===== src/rtl/mfcr_defs.vh =====
// mfcr_defs.vh: constants for the fault check and report block.
// assumes inclusion by bare name from the rtl files.
`ifndef MFCR_DEFS_VH
`define MFCR_DEFS_VH
// =====================================
// fault status codes
`define MFCR_FS_ALIGN      4'h1
`define MFCR_FS_ALIGN_ALT  4'h3
`define MFCR_FS_EXT_L1     4'hc
`define MFCR_FS_EXT_L2     4'he
`define MFCR_FS_TRANS_SEC  4'h5
`define MFCR_FS_TRANS_PAGE 4'h7
`define MFCR_FS_DOM_SEC    4'h9
`define MFCR_FS_DOM_PAGE   4'hb
`define MFCR_FS_PERM_SEC   4'hd
`define MFCR_FS_PERM_PAGE  4'hf
`define MFCR_FS_EXT        4'h8
// =====================================
// domain access values
`define MFCR_DOM_NOACC  2'h0
`define MFCR_DOM_CLIENT 2'h1
`define MFCR_DOM_RSVD   2'h2
`define MFCR_DOM_MGR    2'h3
// =====================================
// access permission codes
`define MFCR_AP_SR   2'h0
`define MFCR_AP_PRW  2'h1
`define MFCR_AP_URO  2'h2
`define MFCR_AP_ALL  2'h3
// =====================================
// page sizes and boundaries
`define MFCR_SZ_SECTION 2'h0
`define MFCR_SZ_LARGE   2'h1
`define MFCR_SZ_SMALL   2'h2
`define MFCR_SZ_TINY    2'h3
`define MFCR_LARGE_Q_HI 15
`define MFCR_LARGE_Q_LO 14
`define MFCR_SMALL_Q_HI 11
`define MFCR_SMALL_Q_LO 10
`define MFCR_KB_BIT     10
// =====================================
// resets
`define MFCR_DACR_RST 32'h00000000
`define MFCR_FSR_RST  8'h00
`define MFCR_FAR_RST  32'h00000000
`endif


===== src/rtl/mfcr_perm_check.v =====
// mfcr_perm_check.v: access permission decode for one access.
// assumes the protection bits and selected permission field are stable.
`include "mfcr_defs.vh"
`default_nettype none
module mfcr_perm_check (
   input wire [1:0] ap_i,
   input wire sys_prot_i,
   input wire rom_prot_i,
   input wire priv_i,
   input wire write_i,
   output reg allow_o
);
   always @* begin
      allow_o = 1'b0;
      case (ap_i)
         `MFCR_AP_SR: begin
            // both set is unpredictable; treated as no access
            if (sys_prot_i && !rom_prot_i) begin
               allow_o = priv_i && !write_i;
            end else if (!sys_prot_i && rom_prot_i) begin
               allow_o = !write_i;
            end
         end
         `MFCR_AP_PRW: allow_o = priv_i;
         `MFCR_AP_URO: allow_o = priv_i || !write_i;
         `MFCR_AP_ALL: allow_o = 1'b1;
         default: allow_o = 1'b0;
      endcase
   end
endmodule
`default_nettype wire


===== src/rtl/mfcr_dom_sel.v =====
// mfcr_dom_sel.v: picks one domain field out of the access control word.
// assumes a 4-bit domain number.
`include "mfcr_defs.vh"
`default_nettype none
module mfcr_dom_sel #(
   parameter NDOM = 16
) (
   input wire [2*NDOM-1:0] dacr_i,
   input wire [3:0] dom_i,
   output wire [1:0] field_o
);
   wire [1:0] fld [0:NDOM-1];
   genvar g;
   generate
      for (g = 0; g < NDOM; g = g + 1) begin : g_dom
         assign fld[g] = dacr_i[2*g+1:2*g];
      end
   endgenerate
   assign field_o = fld[dom_i];
endmodule
`default_nettype wire


===== src/rtl/mfcr_fault_unit.v =====
// mfcr_fault_unit.v: fault checking, priority and status recording.
// assumes the walker presents descriptor results alongside each access,
// one access per cycle when acc_valid_i is high, all on sys_clk_i.
// Function
// - Differing subpage permissions load only accessed subpage
// - External aborts only on allowed transfer types
// - Alignment checked on data accesses whenever enable bit set
// - Translation domain permission faults need translation on
// - Violations suppress bus transfer and abort core
// - Data abort writes status and domain
// - Prefetch abort writes instruction status register
// - Data abort latches address; prefetch does not
// - Only highest priority abort reported
// - Alignment codes 0001 or 0011
// - External translation abort codes 1100 1110
// - Translation fault codes 0101 0111
// - Domain and permission fault codes
// - Domain may be meaningless before read
// - Coprocessor write updates instruction status register
// - Multi-word checked faults record first word; far_o takes a later word's address once far_ff differs from last_pre_kb_ff
// - Multi-word external abort records boundary address
// - Sixteen two-bit domain fields
// - Domain field values decide checking
// - Code 00 uses protection bits
// - Codes 01 10 11 grant fixed access
// - Client denials give section or page fault
// - Page quarter selects permission field
`include "mfcr_defs.vh"
`default_nettype none
module mfcr_fault_unit #(
   parameter NDOM = 16
) (
   input wire sys_clk_i,
   input wire rst_i,
   // control bits
   input wire xlate_en_i,
   input wire align_chk_en_i,
   input wire sys_prot_i,
   input wire rom_prot_i,
   // access from core
   input wire acc_valid_i,
   input wire acc_instr_i,
   input wire acc_write_i,
   input wire acc_priv_i,
   input wire [1:0] acc_size_i,
   input wire [31:0] acc_mva_i,
   input wire acc_multi_first_i,
   input wire acc_multi_i,
   input wire acc_noncached_i,
   input wire acc_nonbuffered_i,
   input wire acc_swap_i,
   // walker results
   input wire desc_valid_i,
   input wire [1:0] desc_size_i,
   input wire [3:0] desc_domain_i,
   input wire dom_known_i,
   input wire [7:0] desc_ap_i,
   input wire walk_ext_abort_i,
   input wire walk_level2_i,
   // external bus answer
   input wire bus_ext_abort_i,
   // coprocessor register writes
   input wire dacr_wr_i,
   input wire ifsr_wr_i,
   input wire [31:0] cp_wdata_i,
   // outputs
   output wire bus_req_o,
   output wire abort_o,
   output reg [1:0] tb_entry_size_o,
   output wire [31:0] dacr_o,
   output reg [7:0] dfsr_o,
   output reg [7:0] ifsr_o,
   output reg [31:0] far_o
);
   // =====================================
   // registers
   reg [31:0] dacr_ff;
   reg [7:0] dfsr_ff;
   reg [7:0] ifsr_ff;
   reg [31:0] far_ff;
   reg multi_abort_ff;
   reg pre_kb_abort_ff;
   reg [31:0] last_pre_kb_ff;
   reg [31:0] nxt_far;
   reg [3:0] fs;
   reg [3:0] fs_dom;
   reg fault;
   reg checked_fault;
   reg [1:0] ap_sel;
   wire [1:0] dom_field;
   wire perm_ok;
   wire misaligned;
   wire is_page;
   wire ext_ok;
   wire ext_abort;
   wire cross_kb;
   assign dacr_o = dacr_ff;
   // =====================================
   // domain and permission lookup
   mfcr_dom_sel #(
      .NDOM(NDOM)
   ) u_dom (
      .dacr_i(dacr_ff),
      .dom_i(desc_domain_i),
      .field_o(dom_field)
   );
   always @* begin
      case (desc_size_i)
         `MFCR_SZ_LARGE: ap_sel = desc_ap_i[2*acc_mva_i[`MFCR_LARGE_Q_HI:`MFCR_LARGE_Q_LO]+:2];
         `MFCR_SZ_SMALL: ap_sel = desc_ap_i[2*acc_mva_i[`MFCR_SMALL_Q_HI:`MFCR_SMALL_Q_LO]+:2];
         default: ap_sel = desc_ap_i[1:0];
      endcase
   end
   mfcr_perm_check u_perm (
      .ap_i(ap_sel),
      .sys_prot_i(sys_prot_i),
      .rom_prot_i(rom_prot_i),
      .priv_i(acc_priv_i),
      .write_i(acc_write_i),
      .allow_o(perm_ok)
   );
   // =====================================
   // fault detection
   // alignment check
   assign misaligned = align_chk_en_i && !acc_instr_i &&
      ((acc_size_i == 2'h2 && acc_mva_i[1:0] != 2'h0) || (acc_size_i == 2'h1 && acc_mva_i[0]));
   assign is_page = (desc_size_i != `MFCR_SZ_SECTION);
   assign ext_ok = (acc_noncached_i && !acc_write_i) || (acc_nonbuffered_i && acc_write_i) ||
      (acc_swap_i && acc_noncached_i);
   assign ext_abort = bus_ext_abort_i && ext_ok;
   always @* begin
      fs = 4'h0;
      fs_dom = desc_domain_i;
      fault = 1'b1;
      checked_fault = 1'b1;
      if (misaligned) begin
         fs = `MFCR_FS_ALIGN;
      end else if (xlate_en_i && walk_ext_abort_i) begin
         fs = walk_level2_i ? `MFCR_FS_EXT_L2 : `MFCR_FS_EXT_L1;
      end else if (xlate_en_i && !desc_valid_i) begin
         fs = is_page ? `MFCR_FS_TRANS_PAGE : `MFCR_FS_TRANS_SEC;
      end else if (xlate_en_i && (dom_field == `MFCR_DOM_NOACC || dom_field == `MFCR_DOM_RSVD)) begin
         fs = is_page ? `MFCR_FS_DOM_PAGE : `MFCR_FS_DOM_SEC;
      end else if (xlate_en_i && dom_field == `MFCR_DOM_CLIENT && !perm_ok) begin
         fs = is_page ? `MFCR_FS_PERM_PAGE : `MFCR_FS_PERM_SEC;
      end else if (ext_abort) begin
         fs = `MFCR_FS_EXT;
         checked_fault = 1'b0;
      end else begin
         fault = 1'b0;
         checked_fault = 1'b0;
      end
      if (!dom_known_i) begin
         fs_dom = 4'h0;
      end
   end
   // suppress bus and abort
   // only checked faults suppress the transfer; the external answer must not feed back into the request
   assign bus_req_o = acc_valid_i && !checked_fault;
   assign abort_o = acc_valid_i && fault;
   always @* begin
      tb_entry_size_o = desc_size_i;
      if (desc_size_i == `MFCR_SZ_LARGE || desc_size_i == `MFCR_SZ_SMALL) begin
         if (desc_ap_i != {4{desc_ap_i[1:0]}}) begin
            // a subpage entry: large 16KB reported as small size class, small 1KB as tiny size class
            tb_entry_size_o = (desc_size_i == `MFCR_SZ_LARGE) ? `MFCR_SZ_SMALL : `MFCR_SZ_TINY;
         end
      end
   end
   // =====================================
   // address recording for multi-word transfers
   assign cross_kb = acc_mva_i[`MFCR_KB_BIT] != last_pre_kb_ff[`MFCR_KB_BIT];
   always @* begin
      nxt_far = far_ff;
      if (acc_valid_i && !acc_instr_i && fault) begin
         if (!acc_multi_i || checked_fault) begin
            if (!multi_abort_ff || !acc_multi_i) begin
               nxt_far = acc_mva_i;
            end
         end
      end
      if (acc_valid_i && !acc_instr_i && acc_multi_i && !checked_fault) begin
         if (pre_kb_abort_ff || (ext_abort && !cross_kb && !acc_multi_first_i)) begin
            nxt_far = last_pre_kb_ff;
         end else if (ext_abort || (multi_abort_ff && !checked_fault && far_ff != last_pre_kb_ff)) begin
            nxt_far = acc_mva_i;
         end
      end
   end
   always @(posedge sys_clk_i or posedge rst_i) begin
      if (rst_i) begin
         dacr_ff <= `MFCR_DACR_RST;
         dfsr_ff <= `MFCR_FSR_RST;
         ifsr_ff <= `MFCR_FSR_RST;
         far_ff <= `MFCR_FAR_RST;
         multi_abort_ff <= 1'b0;
         pre_kb_abort_ff <= 1'b0;
         last_pre_kb_ff <= `MFCR_FAR_RST;
      end else begin
         if (dacr_wr_i) begin
            dacr_ff <= cp_wdata_i;
         end
         if (ifsr_wr_i) begin
            ifsr_ff <= cp_wdata_i[7:0];
         end
         if (acc_valid_i && fault) begin
            if (acc_instr_i) begin
               ifsr_ff <= {fs_dom, fs};
            end else if (!acc_multi_i || acc_multi_first_i || !multi_abort_ff) begin
               dfsr_ff <= {fs_dom, fs};
            end
         end
         far_ff <= nxt_far;
         if (acc_valid_i && !acc_instr_i && acc_multi_i) begin
            if (acc_multi_first_i) begin
               multi_abort_ff <= fault;
               pre_kb_abort_ff <= ext_abort;
               last_pre_kb_ff <= acc_mva_i;
            end else begin
               multi_abort_ff <= multi_abort_ff | fault;
               if (!cross_kb) begin
                  last_pre_kb_ff <= acc_mva_i;
                  pre_kb_abort_ff <= pre_kb_abort_ff | ext_abort;
               end
            end
         end
      end
   end
   always @* begin
      dfsr_o = dfsr_ff;
      ifsr_o = ifsr_ff;
      far_o = far_ff;
   end
endmodule
`default_nettype wire


===== config.mk =====
export PLATFORM = sky130hd
export DESIGN_NAME = mfcr_fault_unit
export DESIGN_NICKNAME = d
export VERILOG_FILES = /design/src/rtl/mfcr_perm_check.v /design/src/rtl/mfcr_dom_sel.v /design/src/rtl/mfcr_fault_unit.v
export VERILOG_INCLUDE_DIRS = /design/src /design/src/rtl
export SDC_FILE = /design/constraint.sdc
export NUM_CORES = 1
export LEC_CHECK = 0
export ABC_CLOCK_PERIOD_IN_PS = 7300
export BUFFER_PORTS_ARGS = -buffer_cell sky130_fd_sc_hd__clkbuf_2
export CAP_MARGIN = 20
export CORE_MARGIN = 2
export CORE_UTILIZATION = 55
export CTS_CLUSTER_SIZE = 16
export DETAILED_ROUTE_END_ITERATION = 8
export PLACE_DENSITY = 0.82
export SETUP_SLACK_MARGIN = 0.3
export SKIP_LAST_GASP = 1
export SYNTH_ARGS = -nofsm -noshare
export SYNTH_HDL_FRONTEND = slang
export SYNTH_SLANG_ARGS = --single-unit

===== constraint.sdc =====
create_clock -name sys_clk_i -period 7.3 [get_ports sys_clk_i]
set_input_delay 0.73 -clock sys_clk_i [delete_from_list [all_inputs] [get_ports sys_clk_i]]
set_output_delay 0.73 -clock sys_clk_i [all_outputs]
set_load 0.01 [all_outputs]

# After elaboration in Yosys (flattened, before gate mapping)
# Index checks and enable logic that the tools add are counted.
[op_classes] bitwise_logic=4 n_lt_le_gt_ge=1 n_eq_ne=13 shift=2 add_sub_neg=0 div_mod_pow=0 multipliers=0 n_reduce_logical=55 n_mux=46
[op_table] operator="32-bit two-way mux" count=8
[op_table] operator="32-bit inequality test" count=1
[op_table] operator="4-bit two-way mux" count=7
[op_table] operator="1-bit logical AND" count=26
[op_table] operator="8-bit two-way mux" count=3
[op_table] operator="1-bit two-way mux" count=17
[op_table] operator="2-bit two-way mux" count=8
[op_table] operator="8-bit by 4-bit indexed part select with 2-bit output" count=2
[op_table] operator="1-bit logical OR" count=12
[op_table] operator="1-bit logical NOT" count=11
[op_table] operator="2-bit == test (second input constant)" count=5
[op_table] operator="2-bit binary-select mux with 4-bit select" count=1
[op_table] operator="2-bit by 1-bit == test with 1-bit output (second input constant)" count=4
[op_table] operator="6-bit inequality test" count=1
[op_table] operator="5-bit >= comparator (second input constant)" count=1
[op_table] operator="4-bit NOT with 5-bit output" count=1
[op_table] operator="2-bit logical NOT" count=2
[op_table] operator="1-bit one-hot mux with 4 select lines" count=1
[op_table] operator="2-bit one-hot mux with 2 select lines" count=1
[op_table] operator="2-bit nonzero test" count=2
[op_table] operator="3-bit AND reduction" count=1
[op_table] operator="2-bit inequality test (second input constant)" count=1
[op_table] operator="1-bit OR" count=2
[op_table] operator="2-bit AND reduction" count=1
[op_table] operator="other kinds (2)" count=2
[totals] rom_bits=0 latch_bits=0 word_cells=128 in_bits=102 out_inout_bits=84 mem_bits_rw=0 reg_bits=114 n_memories=0

# Depth between registers and ports, before layout
[depth] word_depth=19 depth_mapped=12 mapped_depth_nobuf=10

# By module
# From an unflattened synthesis, not the netlist that was laid out.
[hier_totals] hier_cells=457 area_unflattened_um2=5696.7
[modules_own_cells] module="mfcr_fault_unit" area_per_inst_um2=5390.2 seq_area_each_um2=2852.7 cells_per_inst=430 n_inst=1
[modules_own_cells] module="mfcr_dom_sel" area_per_inst_um2=269.0 seq_area_each_um2=0.0 cells_per_inst=21 n_inst=1
[modules_own_cells] module="mfcr_perm_check" area_per_inst_um2=37.5 seq_area_each_um2=0.0 cells_per_inst=6 n_inst=1

# Worst setup path after synthesis
# No wires, ideal clock.
[synth_path] kind="in2out" startpoint="in desc_size_i[0]" endpoint="out abort_o" t_required_ns=6.570 arrival_time_ns=2.611 setup_slack_ns=3.959 cell_stages=10 n_path_buf=1 path_cell_list="inv_1 -> ha_1 -> clkbuf_1 -> or3b_1 -> a31oi_1 -> a211oi_1 -> or3_1 -> o2111ai_2 -> nand2_1 -> and2_1"
[synth_between] elab_chain_cells=12 elab_cells_between_ends=16 classes_between="5 x eq/ne; 7 x mux; 4 x reduce/logical"
[synth_lines] item="start: declaration" line="mfcr_fault_unit.v:54" rtl="input wire [1:0] desc_size_i,"
[synth_lines] item="2-bit == test / 2-bit by 1-bit == test with 1-bit output (equally long branches)" line="mfcr_fault_unit.v:108" rtl="case (desc_size_i)"
[synth_lines] item="2-bit one-hot mux with 2 select lines *" line="mfcr_fault_unit.v:108"
[synth_lines] item="2-bit == test, or another cell as far along" line="mfcr_perm_check.v:15" rtl="case (ap_i)"
[synth_lines] item="1-bit one-hot mux with 4 select lines *" line="mfcr_perm_check.v:15"
[synth_lines] item="1-bit logical NOT *" line="mfcr_fault_unit.v:144" rtl="end else if (xlate_en_i && dom_field == `MFCR_DOM_CLIENT && !perm_ok) begin"
[synth_lines] item="1-bit logical AND *" line="mfcr_fault_unit.v:144"
[synth_lines] item="1-bit two-way mux *" line="mfcr_fault_unit.v:144"
[synth_lines] item="1-bit two-way mux *" line="mfcr_fault_unit.v:142" rtl="end else if (xlate_en_i && (dom_field == `MFCR_DOM_NOACC || dom_field == `MFCR_DOM_RSVD)) begin"
[synth_lines] item="1-bit two-way mux *" line="mfcr_fault_unit.v:140" rtl="end else if (xlate_en_i && !desc_valid_i) begin"
[synth_lines] item="1-bit two-way mux *" line="mfcr_fault_unit.v:138" rtl="end else if (xlate_en_i && walk_ext_abort_i) begin"
[synth_lines] item="1-bit two-way mux *" line="mfcr_fault_unit.v:136" rtl="if (misaligned) begin"
[synth_lines] item="1-bit logical AND *" line="mfcr_fault_unit.v:160" rtl="assign abort_o = acc_valid_i && fault;"
[synth_lines] item="end: declaration" line="mfcr_fault_unit.v:68" rtl="output wire abort_o,"
# Mark *: on every way between the ends. The rest lies on a longest branch, timed or not.

# Worst setup path in the final report
# Ends and elaborated chain as after synthesis.

==> results.yml <==
outcome:
  status: "completed"
placement:
  hpwlAfterDp_mm: 12.8
  gp_congestion: 0.903
  post-place-ws_ns: 3.28
  numPortBuffers: 185
setup_path:
  cpMostUsedCell: "clkbuf_2"
  slowest_delay_ns: 0.40
  path_max_fanout: 10
  critPathCaptureType: "primary output"
  cp.required_ns: 6.57
  ff2ff_path_depth: 8
  arrival_ns: 3.04
  cp-start-kind: "input port"
  critPathSlowestCell: "or3b_1"
  path_cells: "clkbuf_2 > inv_1 > ha_1 > or3b_1 > a31oi_1 > a211oi_1 > or3_1 > o2111ai_2 > nand2_1 > and2_1 > clkbuf_2"
  worstSetupPathType: "in2out"
die:
  die_h_um: 113
  start_util_pct: 56.6
  rows: 39
  die_w_um: 113
  coreArea_sq_um: 11500
  io_pins: 186
  die_area_sq_um: 12700
pwr:
  p_leak_nw: 3.82
  peakVddDrop_mv: 0.250
  p_per_area_nw_per_um2: 303
  finalPower_mw: 2.43
global_route:
  grtUsageTotal_pct: 30.3
  antenna_found_initial: 0
  grt_max_degree: 67
  grt-ovfl-total: 0
  grt_pass1_wl_mm: 30.4
  grt_pass1_vias: 5609
clock_tree:
  clkTransAtPathRegs_ns: 0.05
  htree_levels: 4
  cts_tree: "built"
  clock-sinks: 114
  ctsResizeCount: 0
  postCtsSetupBuffers: 0
  root_buffer: "clkbuf_16"
  clk_latency_ns: 0.42
  ctsLongestPathBuffers: 2
  cts_inserted_buffers: 17
  hold_buffers: 0
routing:
  drc: 0
  wirelength_mm: 19.3
  via_per_inst: 6.34
  drt_first_pass_iters: 5
  wl_met2_mm: 9.62
  top_layer: "met4"
  wire_per_inst_um: 21.6
  antenna_left: 0
  num_vias: 5652
  drt-met1-wl_mm: 7.71
  met3WireLength_mm: 1.50
  drt_iter0_drc: 614
synth:
  ys_types: 53
  ys_warn_count: 0
  syn_area_per_cell_sq_um: 11.5
  ys_seq_area_share_pct: 43.9
  async_flop_share_pct: 100
  synth_edf_count: 0
  synth_area_leader_cell: "dfrtp_1"
  ys_ff_latch: 114
  syn_inst: 567
  syn_area_sq_um: 6490
  synth_top_area_share_pct: 43.9
  synth_nets: 671
  synth_area_leaders: "dfrtp_1 44%, mux2_2 12%, o32a_1 4.9%"
  yosys_most_used_dff: "dfrtp_1"
layout:
  ff_latch_area_sq_um: 2850
  post-route-util_pct: 70.0
  nNetsFinal: 840
  multi_input_area_sq_um: 3420
  filler_cell_count: 808
  final_cell_mix: "185 x clkbuf_2, 114 x dfrtp_1, 70 x mux2_2"
  n_antenna_cell: 0
  layout-drive-gt1-share_pct: 41.0
  mostFrequentLayoutCell: "clkbuf_2"
  area_growth_pct: 23.6
sta:
  setup_violations: 0
  period_needed_ns: 3.77
  worst_slack_ns: 3.53
  fin_worst_skew_ns: 0.00646
  slew_headroom_pct: 28.1
  timing.setup.tns_ns: 0
  rsz0062_at_grt: "false"
  finalCritPeriodShare_pct: 51.6
  whs_ns: 0.366
  tightest_slew_ns: 1.08
  fmax_ghz: 0.266
  finalHoldViolCount: 0
  report.final.slew_viol_count: 0
flow_run:
  drv_cap: 0
min_path:
  hold_class: "in2async"
## worst paths after layout
check / slack (ns) / to / from
setup / recovery: 3.53 / abort_o / desc_size_i[0]
hold / removal: 0.37 / dfsr_o[5] / rst_i
setup reg to reg: 3.93 / far_o[3] / dacr_o[10]
hold reg to reg: 0.50 / dfsr_o[1] / dfsr_o[1]
max in group asynchronous: 5.65 / last_pre_kb_ff[20] / rst_i
min in group sys_clk_i: 0.50 / dfsr_o[1] / dfsr_o[1]
## kinds of logic after synthesis
family | share of synthesized area [%]
adder cells (fa/ha/maj) | 0.385
flip-flops | 43.9
AO/OA/AOI/OAI | 17.2
AND/OR/NAND/NOR | 12.1
XOR/XNOR | 4.59
buffers and inverters | 3.80
multiplexers | 18.0
## registers in the layout (all words and copies together) (netlist names)
name and cells:
dacr_o 32, far_o 32, last_pre_kb_ff 32, dfsr_o 8
ifsr_o 8, multi_abort_ff 1, pre_kb_abort_ff 1
## Yosys cell counts (all sizes together), types with 2 or more instances
master / n
a211o: 2
a21boi: 31
a21o: 2
a21oi: 12
a31oi: 3
a32o: 2
and2: 3
and3: 33
buf: 13
clkbuf: 30
dfrtp: 114
ha: 2
inv: 13
mux2: 70
mux2i: 18
mux4: 9
nand2: 18
nand2b: 6
nand3: 4
nand4: 5
nand4b: 2
nor2: 3
nor2b: 6
nor3b: 4
nor4: 8
o21ai: 7
o22a: 32
o32a: 32
or3: 32
or4: 2
xor2: 33
## routing by layer
metal,global-route usage (%),vias up
li1,-,2510
met4,9.35,0
met5,0,-
met3,8.05,40
met2,49.2,280
met1,40.1,2822
## report_power, final
group | internal [mW] | switching (mW)
Clock | 0.489 | 0.285
Combinational | 0.367 | 0.359
Sequential | 0.778 | 0.152
## cell type report
type                            count  area share (%)
Inverter                           13           0.639
Multi-Input combinational cell    397            42.6
Clock inverter                      6           0.686
Timing Repair Buffer              193            12.3
Tap cell                          143            2.23
Clock buffer                       25            6.05
Sequential cell                   114            35.5
## stage by stage
step                      std cells  instance area [sq um]
after global placement          860                   7490
after floorplan                 567                   6490
final                           891                   8030
after global routing            891                   8030
after detailed placement        860                   7490
after CTS                       891                   8030
## worst max-delay path, delay by kind of cell
kind	cells	cell delay, ns
and+or+nand+nor	4	1.18
AOI/OAI and AO/OA	3	0.46
adders and majority gates	1	0.32
buffers and inverters	3	0.33
No activity file was read; power rests on OpenSTA's default activity.
